File: config.mk
export PLATFORM = sky130hd
export DESIGN_NAME = fg_flash_guard
export DESIGN_NICKNAME = d
export VERILOG_FILES = /design/src/hdl/fg_pkg.sv /design/src/hdl/fg_flash_guard.sv
export SDC_FILE = /design/constraint.sdc
export NUM_CORES = 1
export LEC_CHECK = 0
export BUFFER_PORTS_ARGS = -buffer_cell sky130_fd_sc_hd__buf_2
export CORE_MARGIN = 2
export CORE_UTILIZATION = 40
export DETAILED_ROUTE_END_ITERATION = 6
export PLACE_DENSITY = 0.62
export SLEW_MARGIN = 20
export SYNTH_ARGS = -nofsm -noshare
export SYNTH_HDL_FRONTEND = slang
export SYNTH_SLANG_ARGS = --single-unit
File: constraint.sdc
create_clock -name clk_sys -period 1.9 [get_ports clk_sys]
set_input_delay 0.19 -clock clk_sys [delete_from_list [all_inputs] [get_ports clk_sys]]
set_output_delay 0.19 -clock clk_sys [all_outputs]
set_load 0.03 [all_outputs]
File: src/hdl/fg_pkg.sv
package fg_pkg;
  // ==========================================================
  // Field codes on the nibble bus
  localparam logic [3:0] START_LPC = 4'h0;
  localparam logic [3:0] START_HUB_RD = 4'hd;
  localparam logic [3:0] START_HUB_WR = 4'he;
  localparam logic [1:0] LPC_MEM_TYPE = 2'h1;
  localparam logic [3:0] SIZE_OK = 4'h0;
  localparam logic [3:0] SYNC_READY = 4'h0;
  localparam logic [3:0] TAR_NIB = 4'hf;
  // Address nibble counts, minus one
  localparam logic [2:0] HUB_ADDR_LAST = 3'h6;
  localparam logic [2:0] LPC_ADDR_LAST = 3'h7;
  // Address field positions
  localparam int HUB_ARRAY_BIT = 22;
  localparam int LPC_ARRAY_BIT = 23;
  localparam int LPC_SEL_LSB = 19;
  localparam int ARRAY_AW = 19;
  // Sector numbering
  localparam logic [3:0] SECT_TOP = 4'ha;
  localparam logic [3:0] SECT_TBL_LOW = 4'h7;
  localparam logic [3:0] SECT_7 = 4'h7;
  localparam logic [3:0] SECT_8 = 4'h8;
  localparam logic [3:0] SECT_9 = 4'h9;
  localparam logic [2:0] UPPER_64K = 3'h7;
  // ==========================================================
  // Reset timing at the 20 MHz system clock
  localparam int CLK_MHZ = 20;
  localparam int RECOV_NS = 1000;
  localparam int LATENCY_NS = 1000;
  localparam logic [7:0] RECOV_CYC = 8'((RECOV_NS * CLK_MHZ + 999) / 1000);
  localparam logic [7:0] LATENCY_CYC = 8'((LATENCY_NS * CLK_MHZ + 999) / 1000);
  // ==========================================================
  // Types
  typedef enum logic [3:0] {
    ST_IDLE = 4'b0000,
    ST_START = 4'b0001,
    ST_ADDR = 4'b0010,
    ST_SIZE = 4'b0011,
    ST_DATA = 4'b0100,
    ST_TAR = 4'b0101,
    ST_SYNC = 4'b0110,
    ST_RDATA = 4'b0111,
    ST_RTAR = 4'b1000,
    ST_SKIP = 4'b1001
  } fg_state_e;
  typedef enum logic [1:0] {
    OP_PROG = 2'b00,
    OP_SECT_ERASE = 2'b01,
    OP_UNI_ERASE = 2'b10
  } fg_op_e;
  typedef struct packed {
    logic valid;
    logic write;
    logic array;
    logic [ARRAY_AW-1:0] addr;
    logic [7:0] data;
  } fg_req_s;
  typedef struct packed {
    logic valid;
    fg_op_e kind;
    logic [ARRAY_AW-1:0] addr;
  } fg_op_s;
endpackage : fg_pkg

File: src/hdl/fg_flash_guard.sv
`timescale 1ns/100ps
// Operation
// (RL1) Hub select mismatch: ignore, float, standby
// (RL2) Hub: seven address nibbles, decode A23..A0
// (RL3) Hub: A22 picks array or registers
// (RL4) Hub: nonzero size resets, no response
// (RL5) Hub: after valid header, trust everything
// (RL6) LPC: eight address nibbles, decode A23..A0
// (RL7) LPC: A22..A19 compared with straps
// (RL8) LPC: A23 picks array or registers
// (RL9) LPC: after valid header, no command check
// (RL10) Frame low mid-cycle: float, reset machine
// (RL11) Abort never stops running flash operation
// (RL12) Launch only after last data nibble
// (RL13) Host may send stop start code
// (RL14) Reset or init low: deselected, idle
// (RL15) Leaving reset: read array, locks default
// (RL16) Reset during operation: abort, add latency
// (RL17) System must reset device with itself
// (RL18) Boot lock guards top sector, hub 7-10
// (RL19) LPC uniform erase: boot 10-7, wp 6-0
// (RL20) LPC wp blocks erase/program sectors 9-0
// (RL21) Hub wp blocks sectors 6-0
// (RL22) Pins sampled at operation start
// (RL23) Pins override locks, never alter them
// (RL24) Locked target reports sector lock error
// (RL25) Blocked operation leaves array untouched
module fg_flash_guard (
  // Clock and reset
  input wire logic clk_sys,
  input wire logic reset,
  // Bus pins
  input wire logic cycle_frame_signal_n,
  input wire logic [3:0] nibble_bus_in,
  output logic [3:0] nibble_bus_out,
  output logic nibble_bus_oe,
  input wire logic [3:0] strap_identifier_pins,
  // Reset and protection pins
  input wire logic reset_pin_n,
  input wire logic init_pin_n,
  input wire logic top_boot_lock_pin_n,
  input wire logic write_protect_pin_n,
  // Access path to the command user interface
  output fg_pkg::fg_req_s cui_req,
  input wire logic [7:0] cui_rd_data,
  // Flash operation requests and their verdict
  input wire fg_pkg::fg_op_s op_req,
  input wire logic op_busy,
  input wire logic [10:0] sector_write_lock,
  output logic op_go,
  output logic op_fail,
  output logic lock_error,
  input wire logic lock_error_clr,
  output logic tbl_seen_n,
  output logic wp_seen_n,
  // Device reset outcome
  output logic op_abort,
  output logic restore_defaults,
  output logic deselected,
  output logic cmd_ready,
  output logic standby
);
  import fg_pkg::*;

  // ==========================================================
  // Helpers
  // Sector number from an array address
  function automatic logic [3:0] sector_of(input logic [ARRAY_AW-1:0] a);
    logic [3:0] s;
    s = {1'b0, a[18:16]};
    if (a[18:16] == UPPER_64K)
    begin
      unique case (a[15:13])
        3'h0, 3'h1: s = SECT_7;
        3'h2: s = SECT_8;
        3'h3: s = SECT_9;
        default: s = SECT_TOP;
      endcase
    end
    return s;
  endfunction : sector_of

  // True when the protection pins forbid the operation
  function automatic logic pin_blocked(input logic hub, input fg_op_e kind,
                                       input logic [3:0] sect,
                                       input logic tbl_n, input logic wp_n);
    logic tbl_zone;
    tbl_zone = (hub || kind == OP_UNI_ERASE) ? (sect >= SECT_TBL_LOW)
                                             : (sect == SECT_TOP);
    return tbl_zone ? !tbl_n : !wp_n;
  endfunction : pin_blocked

  // ==========================================================
  // Cycle decoder state
  fg_state_e state;
  logic [3:0] start_q;
  logic hub_mode;
  logic is_write;
  logic [2:0] cnt;
  logic [31:0] addr_q;
  logic [7:0] data_q;
  logic [3:0] rd_hi;
  logic dev_rst_n;
  logic [31:0] next_addr;
  logic cycle_live;
  logic abort_now;
  logic [7:0] lat_cnt;
  logic dev_rst_q;
  logic lat_pend;

  assign dev_rst_n = reset_pin_n & init_pin_n;
  assign next_addr = {addr_q[27:0], nibble_bus_in};
  assign cycle_live = (state != ST_IDLE) && (state != ST_START);
  // Frame low after the start field ends the cycle at once
  assign abort_now = cycle_live && !cycle_frame_signal_n; // RL10

  // Cycle decoder; a frame low restarts start capture so the
  // host's stop code simply lands back in idle
  always_ff @(posedge clk_sys)
  begin
    if (reset || !dev_rst_n) // RL14
    begin
      state <= ST_IDLE;
      start_q <= START_LPC;
      hub_mode <= 1'b0;
      is_write <= 1'b0;
      cnt <= 3'h0;
      addr_q <= 32'h0;
      data_q <= 8'h0;
      rd_hi <= 4'h0;
      nibble_bus_out <= TAR_NIB;
      nibble_bus_oe <= 1'b0;
    end
    else if (abort_now)
    begin
      state <= ST_START; // RL10 RL13
      start_q <= nibble_bus_in;
      nibble_bus_oe <= 1'b0; // RL10
    end
    else
    begin
      unique case (state)
        ST_IDLE:
        begin
          if (!cycle_frame_signal_n)
          begin
            start_q <= nibble_bus_in;
            state <= ST_START;
          end
        end
        ST_START:
        begin
          // Only the last start before frame rises counts
          if (!cycle_frame_signal_n)
            start_q <= nibble_bus_in;
          else if (start_q == START_HUB_RD || start_q == START_HUB_WR)
          begin
            hub_mode <= 1'b1;
            is_write <= (start_q == START_HUB_WR);
            cnt <= HUB_ADDR_LAST; // RL2
            state <= (nibble_bus_in == strap_identifier_pins) ? ST_ADDR
                                                                : ST_SKIP; // RL1
          end
          else if (start_q == START_LPC)
          begin
            hub_mode <= 1'b0;
            is_write <= nibble_bus_in[1];
            cnt <= LPC_ADDR_LAST; // RL6
            state <= (nibble_bus_in[3:2] == LPC_MEM_TYPE) ? ST_ADDR : ST_SKIP;
          end
          else
            state <= ST_IDLE;
        end
        ST_ADDR:
        begin
          addr_q <= next_addr;
          cnt <= cnt - 3'h1;
          if (cnt == 3'h0)
          begin
            if (hub_mode)
              state <= ST_SIZE;
            else if (next_addr[LPC_SEL_LSB+3:LPC_SEL_LSB] != strap_identifier_pins)
              state <= ST_SKIP; // RL7
            else
            begin
              cnt <= 3'h1;
              state <= is_write ? ST_DATA : ST_TAR; // RL9
            end
          end
        end
        ST_SIZE:
        begin
          cnt <= 3'h1;
          if (nibble_bus_in != SIZE_OK)
            state <= ST_IDLE; // RL4
          else
            state <= is_write ? ST_DATA : ST_TAR; // RL5
        end
        ST_DATA:
        begin
          // Low nibble first
          cnt <= 3'h1;
          if (cnt == 3'h1)
          begin
            data_q[3:0] <= nibble_bus_in;
            cnt <= 3'h0;
          end
          else
          begin
            data_q[7:4] <= nibble_bus_in;
            state <= ST_TAR;
          end
        end
        ST_TAR:
        begin
          cnt <= 3'h0;
          if (cnt == 3'h0)
          begin
            state <= ST_SYNC;
            nibble_bus_out <= SYNC_READY;
            nibble_bus_oe <= 1'b1;
          end
        end
        ST_SYNC:
        begin
          if (is_write)
          begin
            nibble_bus_out <= TAR_NIB;
            state <= ST_RTAR;
          end
          else
          begin
            nibble_bus_out <= cui_rd_data[3:0];
            rd_hi <= cui_rd_data[7:4];
            cnt <= 3'h1;
            state <= ST_RDATA;
          end
        end
        ST_RDATA:
        begin
          cnt <= 3'h0;
          nibble_bus_out <= (cnt == 3'h1) ? rd_hi : TAR_NIB;
          if (cnt == 3'h0)
            state <= ST_RTAR;
        end
        ST_RTAR:
        begin
          // Drive ones for one clock, then let go
          nibble_bus_oe <= 1'b0;
          state <= ST_IDLE;
        end
        ST_SKIP:
          state <= ST_SKIP; // RL1
        default:
          state <= ST_IDLE;
      endcase
    end
  end

  // ==========================================================
  // Access hand-off. Issued in the first turn-around clock, so a
  // frame low as late as the first turn-around nibble suppresses it.
  always_ff @(posedge clk_sys)
  begin
    if (reset || !dev_rst_n)
      cui_req <= '0;
    else
    begin
      cui_req.valid <= (state == ST_TAR) && (cnt == 3'h1) && !abort_now; // RL12
      cui_req.write <= is_write;
      cui_req.array <= hub_mode ? addr_q[HUB_ARRAY_BIT]
                                : addr_q[LPC_ARRAY_BIT]; // RL3 RL8
      cui_req.addr <= addr_q[ARRAY_AW-1:0]; // RL2 RL6
      cui_req.data <= data_q; // RL5 RL9
    end
  end

  // ==========================================================
  // Protection verdict. The abort path never reaches here, so a
  // running operation survives a bus abort.
  logic [3:0] op_sect;
  logic op_pin_block;
  logic op_lock_block;

  assign op_sect = sector_of(op_req.addr);
  assign op_pin_block = pin_blocked(hub_mode, op_req.kind, op_sect,
                                    top_boot_lock_pin_n,
                                    write_protect_pin_n); // RL18 RL19 RL20 RL21
  // Pins and lock bits are ORed; neither feeds the other
  assign op_lock_block = sector_write_lock[op_sect]; // RL23

  always_ff @(posedge clk_sys)
  begin
    if (reset || !dev_rst_n)
    begin
      op_go <= 1'b0;
      op_fail <= 1'b0;
      tbl_seen_n <= 1'b1;
      wp_seen_n <= 1'b1;
    end
    else
    begin
      op_go <= 1'b0; // RL11
      op_fail <= 1'b0;
      if (op_req.valid && !op_busy && cmd_ready)
      begin
        tbl_seen_n <= top_boot_lock_pin_n; // RL22
        wp_seen_n <= write_protect_pin_n; // RL22
        op_go <= !(op_pin_block || op_lock_block); // RL25
        op_fail <= op_pin_block || op_lock_block; // RL23
      end
    end
  end

  // Sticky sector lock error; a new failure beats the clear
  always_ff @(posedge clk_sys)
  begin
    if (reset)
      lock_error <= 1'b0;
    else if (op_fail)
      lock_error <= 1'b1; // RL24
    else if (lock_error_clr)
      lock_error <= 1'b0;
  end

  // ==========================================================
  // Device reset through the reset and init pins
  always_ff @(posedge clk_sys)
  begin
    if (reset)
    begin
      dev_rst_q <= 1'b0;
      lat_pend <= 1'b0;
      lat_cnt <= RECOV_CYC;
      op_abort <= 1'b0;
      restore_defaults <= 1'b0;
    end
    else
    begin
      dev_rst_q <= dev_rst_n;
      op_abort <= dev_rst_q && !dev_rst_n && op_busy; // RL16
      restore_defaults <= dev_rst_n && !dev_rst_q; // RL15
      if (!dev_rst_n)
      begin
        lat_cnt <= RECOV_CYC;
        if (op_busy)
          lat_pend <= 1'b1; // RL16
      end
      else if (!dev_rst_q)
      begin
        // Recovery, lengthened when an operation was cut short
        lat_cnt <= lat_pend ? 8'(RECOV_CYC + LATENCY_CYC) : RECOV_CYC; // RL16
        lat_pend <= 1'b0;
      end
      else if (lat_cnt != 8'h0)
        lat_cnt <= lat_cnt - 8'h1;
    end
  end

  // Status levels
  assign deselected = !dev_rst_n; // RL14
  assign cmd_ready = dev_rst_n && dev_rst_q && (lat_cnt == 8'h0);
  assign standby = ((state == ST_IDLE) || (state == ST_SKIP)) &&
                   cycle_frame_signal_n && !op_busy; // RL1

endmodule : fg_flash_guard

# Yosys cells after proc, flatten, opt, wreduce, memory -nomap -nowiden
# Cells that the tools add are included.
# W data, S select, Z words.
# op_classes
n_div,0
n_reduce_logical,59
shifts,0
multipliers,0
mux,54
bitwise,6
magnitude_cmp,2
addsub,2
eq_ne,39
# ops
op,n
$mux W4,20
$pmux W4 S9,1
$mux W3,8
$pmux W4 S3,2
$ne A3 B3 Y1 const B,7
$eq A4 B4 Y1 const B,5
$pmux W3 S6,1
$mux W1,17
$eq A4 B3 Y1 const B,4
$mux W8,2
$ne A2 B2 Y1 const B,8
$logic_and A1 B1 Y1,13
$reduce_and A3 Y1,4
$reduce_and A6 Y1,2
$reduce_or A2 Y1,6
$reduce_bool A2 Y1,5
$eq A4 B2 Y1 const B,2
$logic_not A1 Y1,8
$logic_not A4 Y1,2
$logic_not A8 Y1,1
$reduce_and A2 Y1,4
$reduce_bool A4 Y1,2
$reduce_bool A8 Y1,1
$sub A8 B1 Y8 const B,1
other kinds (24),36
# word_totals
out_inout_bits,45
in_bits,58
mem_bits_ro,0
latch_bits,0
n_memories,0
register_bits,101
wordCells,189
mem_bits_rw,0

# Longest topological paths before layout
# logic_depth
word_depth,9
depth_mapped,8
mapped_depth_nobuf,7

# Worst setup path before layout
# No wires, ideal clock.
# synth_path
path_kind,reg2out
startpoint,register state[3]
endpoint,output standby
slack_ns,-0.281
n_path_buf,2
stages_incl_launch_ff,5
t_arrival_ns,1.991
required_ns,1.710
cell_sequence,dfxtp_1 -> clkbuf_1 -> buf_1 -> xor2_1 -> nor4b_1
# synth_via
elab_chain_len,4
elab_cells_between_ends,5
classes_between,eq/ne (1); reduce/logical (4)
# synth_lines
element,line_no,rtl
from (decl),fg_flash_guard.sv:95,fg_state_e state;
from (signal assigned),fg_flash_guard.sv:161,state <= (nibble_bus_in == strap_identifier_pins) ? ST_ADDR
from (signal assigned),fg_flash_guard.sv:169,state <= (nibble_bus_in[3:2] == LPC_MEM_TYPE) ? ST_ADDR : ST_SKIP;
from (signal assigned),fg_flash_guard.sv:187,state <= is_write ? ST_DATA : ST_TAR;
$eq A4 B4 Y1 or $logic_not A4 Y1 (tied branches),fg_flash_guard.sv:363,assign standby = ((state == ST_IDLE) || (state == ST_SKIP)) &&
$logic_or A1 B1 Y1 (*),fg_flash_guard.sv:363,
$logic_and A1 B1 Y1 (*),fg_flash_guard.sv:363,
$logic_and A1 B1 Y1 (*),fg_flash_guard.sv:364,cycle_frame_signal_n && !op_busy;
to (decl),fg_flash_guard.sv:61,output logic standby
# Every way passes the cells marked *; elsewhere a longest branch is shown, timed or not.

# Worst setup path in the final report
# layout_path
startpoint,register lat_cnt[1]
endpoint,output cmd_ready
# layout_via
elab_chain_len,2
# layout_lines
element,line_no,rtl
from (decl),fg_flash_guard.sv:107,logic [7:0] lat_cnt;
from (signal assigned),fg_flash_guard.sv:352,lat_cnt <= lat_pend ? 8'(RECOV_CYC + LATENCY_CYC) : RECOV_CYC;
from (signal assigned),fg_flash_guard.sv:356,lat_cnt <= lat_cnt - 8'h1;
$logic_not A8 Y1,fg_flash_guard.sv:362,assign cmd_ready = dev_rst_n && dev_rst_q && (lat_cnt == 8'h0);
$logic_and A1 B1 Y1,fg_flash_guard.sv:362,
to (decl),fg_flash_guard.sv:60,"output logic cmd_ready,"
# No other way between the ends.

==> impl_metrics.tcl <==
set metrics [dict create \
    synth_ff_type "dfxtp_1" \
    p_per_area_nw_per_um2 683 \
    fin_crit_ns 1.83 \
    start_kind "register" \
    finClkSkew_ns 0.0142 \
    drc_errors 0 \
    setup-tns-final_ns 0 \
    drv_cap 0 \
    post_synth.cell_area_avg_um2 8.56 \
    r2r_start "start_q[3]" \
    worst_r2r_endpoint "cnt[2]" \
    stdcell_count 746 \
    synth.cell_area_um2 4290 \
    end_kind "primary output" \
    min_to "rd_hi[2]" \
    synthesis.nets 563 \
    die_h_um 108 \
    reg2reg_slack_ns 0.07 \
    pre_cts_ws_ns -0.00513 \
    synthToLayoutAreaGrowth_pct 24.3 \
    via_per_inst 5.16 \
    yosys-top-cells-count "99 x dfxtp_1, 68 x nand2_1, 47 x nor2_1" \
    drive_above_1_share_pct 27.2 \
    cts.clk_slew.worst_paths_ns 0.10 \
    place_congestion 0.954 \
    synthTopCellsByArea "dfxtp_1 46%, nand2_1 5.9%, mux2i_1 5.6%" \
    hold_viol_final 0 \
    cp.required_ns 1.71 \
    timing.final.crit_share_pct 96.5 \
    dp_hpwl_um 7710 \
    outcome "complete, no violations" \
    hold_class "in2reg" \
    synth_cell_type_count 57 \
    cpPeakStageDelay_ns 0.34 \
    grt_max_degree 40 \
    fp.dieArea_um2 11600 \
    fmax_ghz 0.545 \
    antenna_found_initial 0 \
    cellLeakagePower_nw 2.29 \
    dr.pass1.iters 5 \
    crit_chain "inv_2 -> ha_4 -> nor4b_4 -> nand3_4 -> buf_6 -> nor2_4 -> buf_6" \
    antenna_left 0 \
    synthArstFlopShare_pct 0 \
    cp_top_family "simple AND/OR/NAND/NOR gates" \
    drt_iter0_drc 277 \
    track_usage_pct 19.1 \
    routed_wl_um 10600 \
    wl_per_cell_um 14.2 \
    min_from "cui_rd_data[6]" \
    fin_nets 667 \
    diodes 0 \
    slew_headroom_pct 69.7 \
    yosysTopAreaCell "dfxtp_1" \
    overflow 0 \
    synth-seq-area-share_pct 46.2 \
    cts_made_buffers 9 \
    cpMostUsedCell "buf_6" \
    io_buffers 89 \
    clock-sinks 99 \
    worstSetupPathType "reg2out" \
    worst_slack_ns 0.0658 \
    coreArea_um2 10400 \
    synth_edf_count 0 \
    clkLatencyLatePin_ns 0.36 \
    start_util_pct 41.4 \
    path_buf_inv 3 \
    crit_fanout 3 \
    worst_pin_slew_ns 0.453 \
    vias 3849 \
    die_width_um 108 \
    root_buffer "clkbuf_8" \
    min_path_cells 3 \
    dp_cells 726 \
    slowest_stage "dfxtp_2" \
    synth_cells 501 \
    grt_pass1_wl_um 17800 \
    yosysMostFrequentCell "dfxtp_1" \
    arrival_ns 1.64 \
    h-tree-depth 3 \
    core.rowCount 37 \
    cts_tree "yes" \
    slew_violations 0 \
    setup_viol 0 \
    rr_worst_depth 4 \
    synth_top_area_share_pct 46.2 \
    io-pin-count 103 \
    ys_seq_elements 99 \
    ir_drop_mv 0.448 \
    yosys_warnings 0 \
    clockBufferDepth 2 \
    grt_pass1_vias 3705 \
]
==> how the worst max path moves through the flow <==
stage                     startpoint         end  cells after the start
after floorplan           lat_cnt[0]  tbl_seen_n                      8
after CTS                 lat_cnt[0]   cmd_ready                      7
after global routing      lat_cnt[1]   cmd_ready                      7
after detailed placement  lat_cnt[0]   wp_seen_n                      7
after global placement    lat_cnt[0]  tbl_seen_n                      7
final                     lat_cnt[1]   cmd_ready                      7
==> tightest hold or removal path: stages <==
cell	delay [ns]
buf_2	0.07
mux2i_1	0.05
nor2_1	0.07
==> layout by cell type, fill, tap and decap left out, types with 5 or more instances in the layout <==
cell	n
dfxtp_1	94
buf_2	87
nand2_1	68
nor2_1	46
a21oi_1	40
buf_4	35
and2_1	29
mux2i_1	24
o21ai_0	17
inv_1	14
nand3_1	10
clkbuf_8	10
xor2_1	8
nor3_1	8
nand2b_1	8
nor2b_1	8
o22ai_1	6
xnor2_1	5
a31oi_1	5
==> layer usage <==
layer / track usage [%] / up-vias / wire length [um]
met2: 30.3 / 98 / 5040
met4: 7.60 / 0 / 249
met3: 2.97 / 18 / 438
met1: 25.9 / 1811 / 4850
li1: - / 1922 / -
met5: 0 / - / 0
==> stage by stage <==
step	power (mW)	instance area (um^2)	hold WS, ns	utilization [%]
floorplan	2.26	4300	0.259	-
global placement	2.36	5040	0.423	48.6
detailed placement	2.37	5040	0.434	48.6
CTS	3.68	5250	0.0539	50.7
global route	3.82	5330	0.0591	51.4
finish	3.64	5330	0.0631	51.4
==> cell type report <==
cell class	count	area [um^2]
Fill cell	1000	5040
Inverter	16	60.1
Clock buffer	10	138
Sequential cell	99	1990
Timing Repair Buffer	125	741
Multi-Input combinational cell	354	2180
Tap cell	136	170
Clock inverter	6	53.8
==> state kept, by name (all words and copies together) (netlist names), 3 cells and up <==
name            count
rd_hi               4
start_q             4
data_q              8
lat_cnt             8
cui_req            30
state               4
addr_q             22
nibble_bus_out      4
cnt                 3
==> power by group <==
| group | internal, mW | total [mW] | leakage, nW | switching (mW) |
|---|---|---|---|---|
| sequential | 2.08 | 2.09 | 0.802 | 0.00969 |
| combinational | 0.102 | 0.236 | 1.39 | 0.134 |
| clock | 0.538 | 1.32 | 0.0958 | 0.778 |
| total | 2.72 | 3.64 | 2.29 | 0.922 |
==> cells by family after synthesis <==
group | after synthesis | share of synthesized area (%)
compound gates | 102 | 15.0
flops | 99 | 46.2
fa+ha+maj | 4 | 1.17
mux | 27 | 6.39
simple gates | 208 | 24.4
buf+inv | 48 | 4.26
xor+xnor | 13 | 2.65
==> repair_timing <==
action                                  in CTS  in global routing
gates resized for setup                      6                 16
endpoints found under the setup margin       4                  7
setup buffers                                1                  3
hold buffers                                 0                  0
pin swaps                                    0                  2
(Power assumes the default switching activity.)
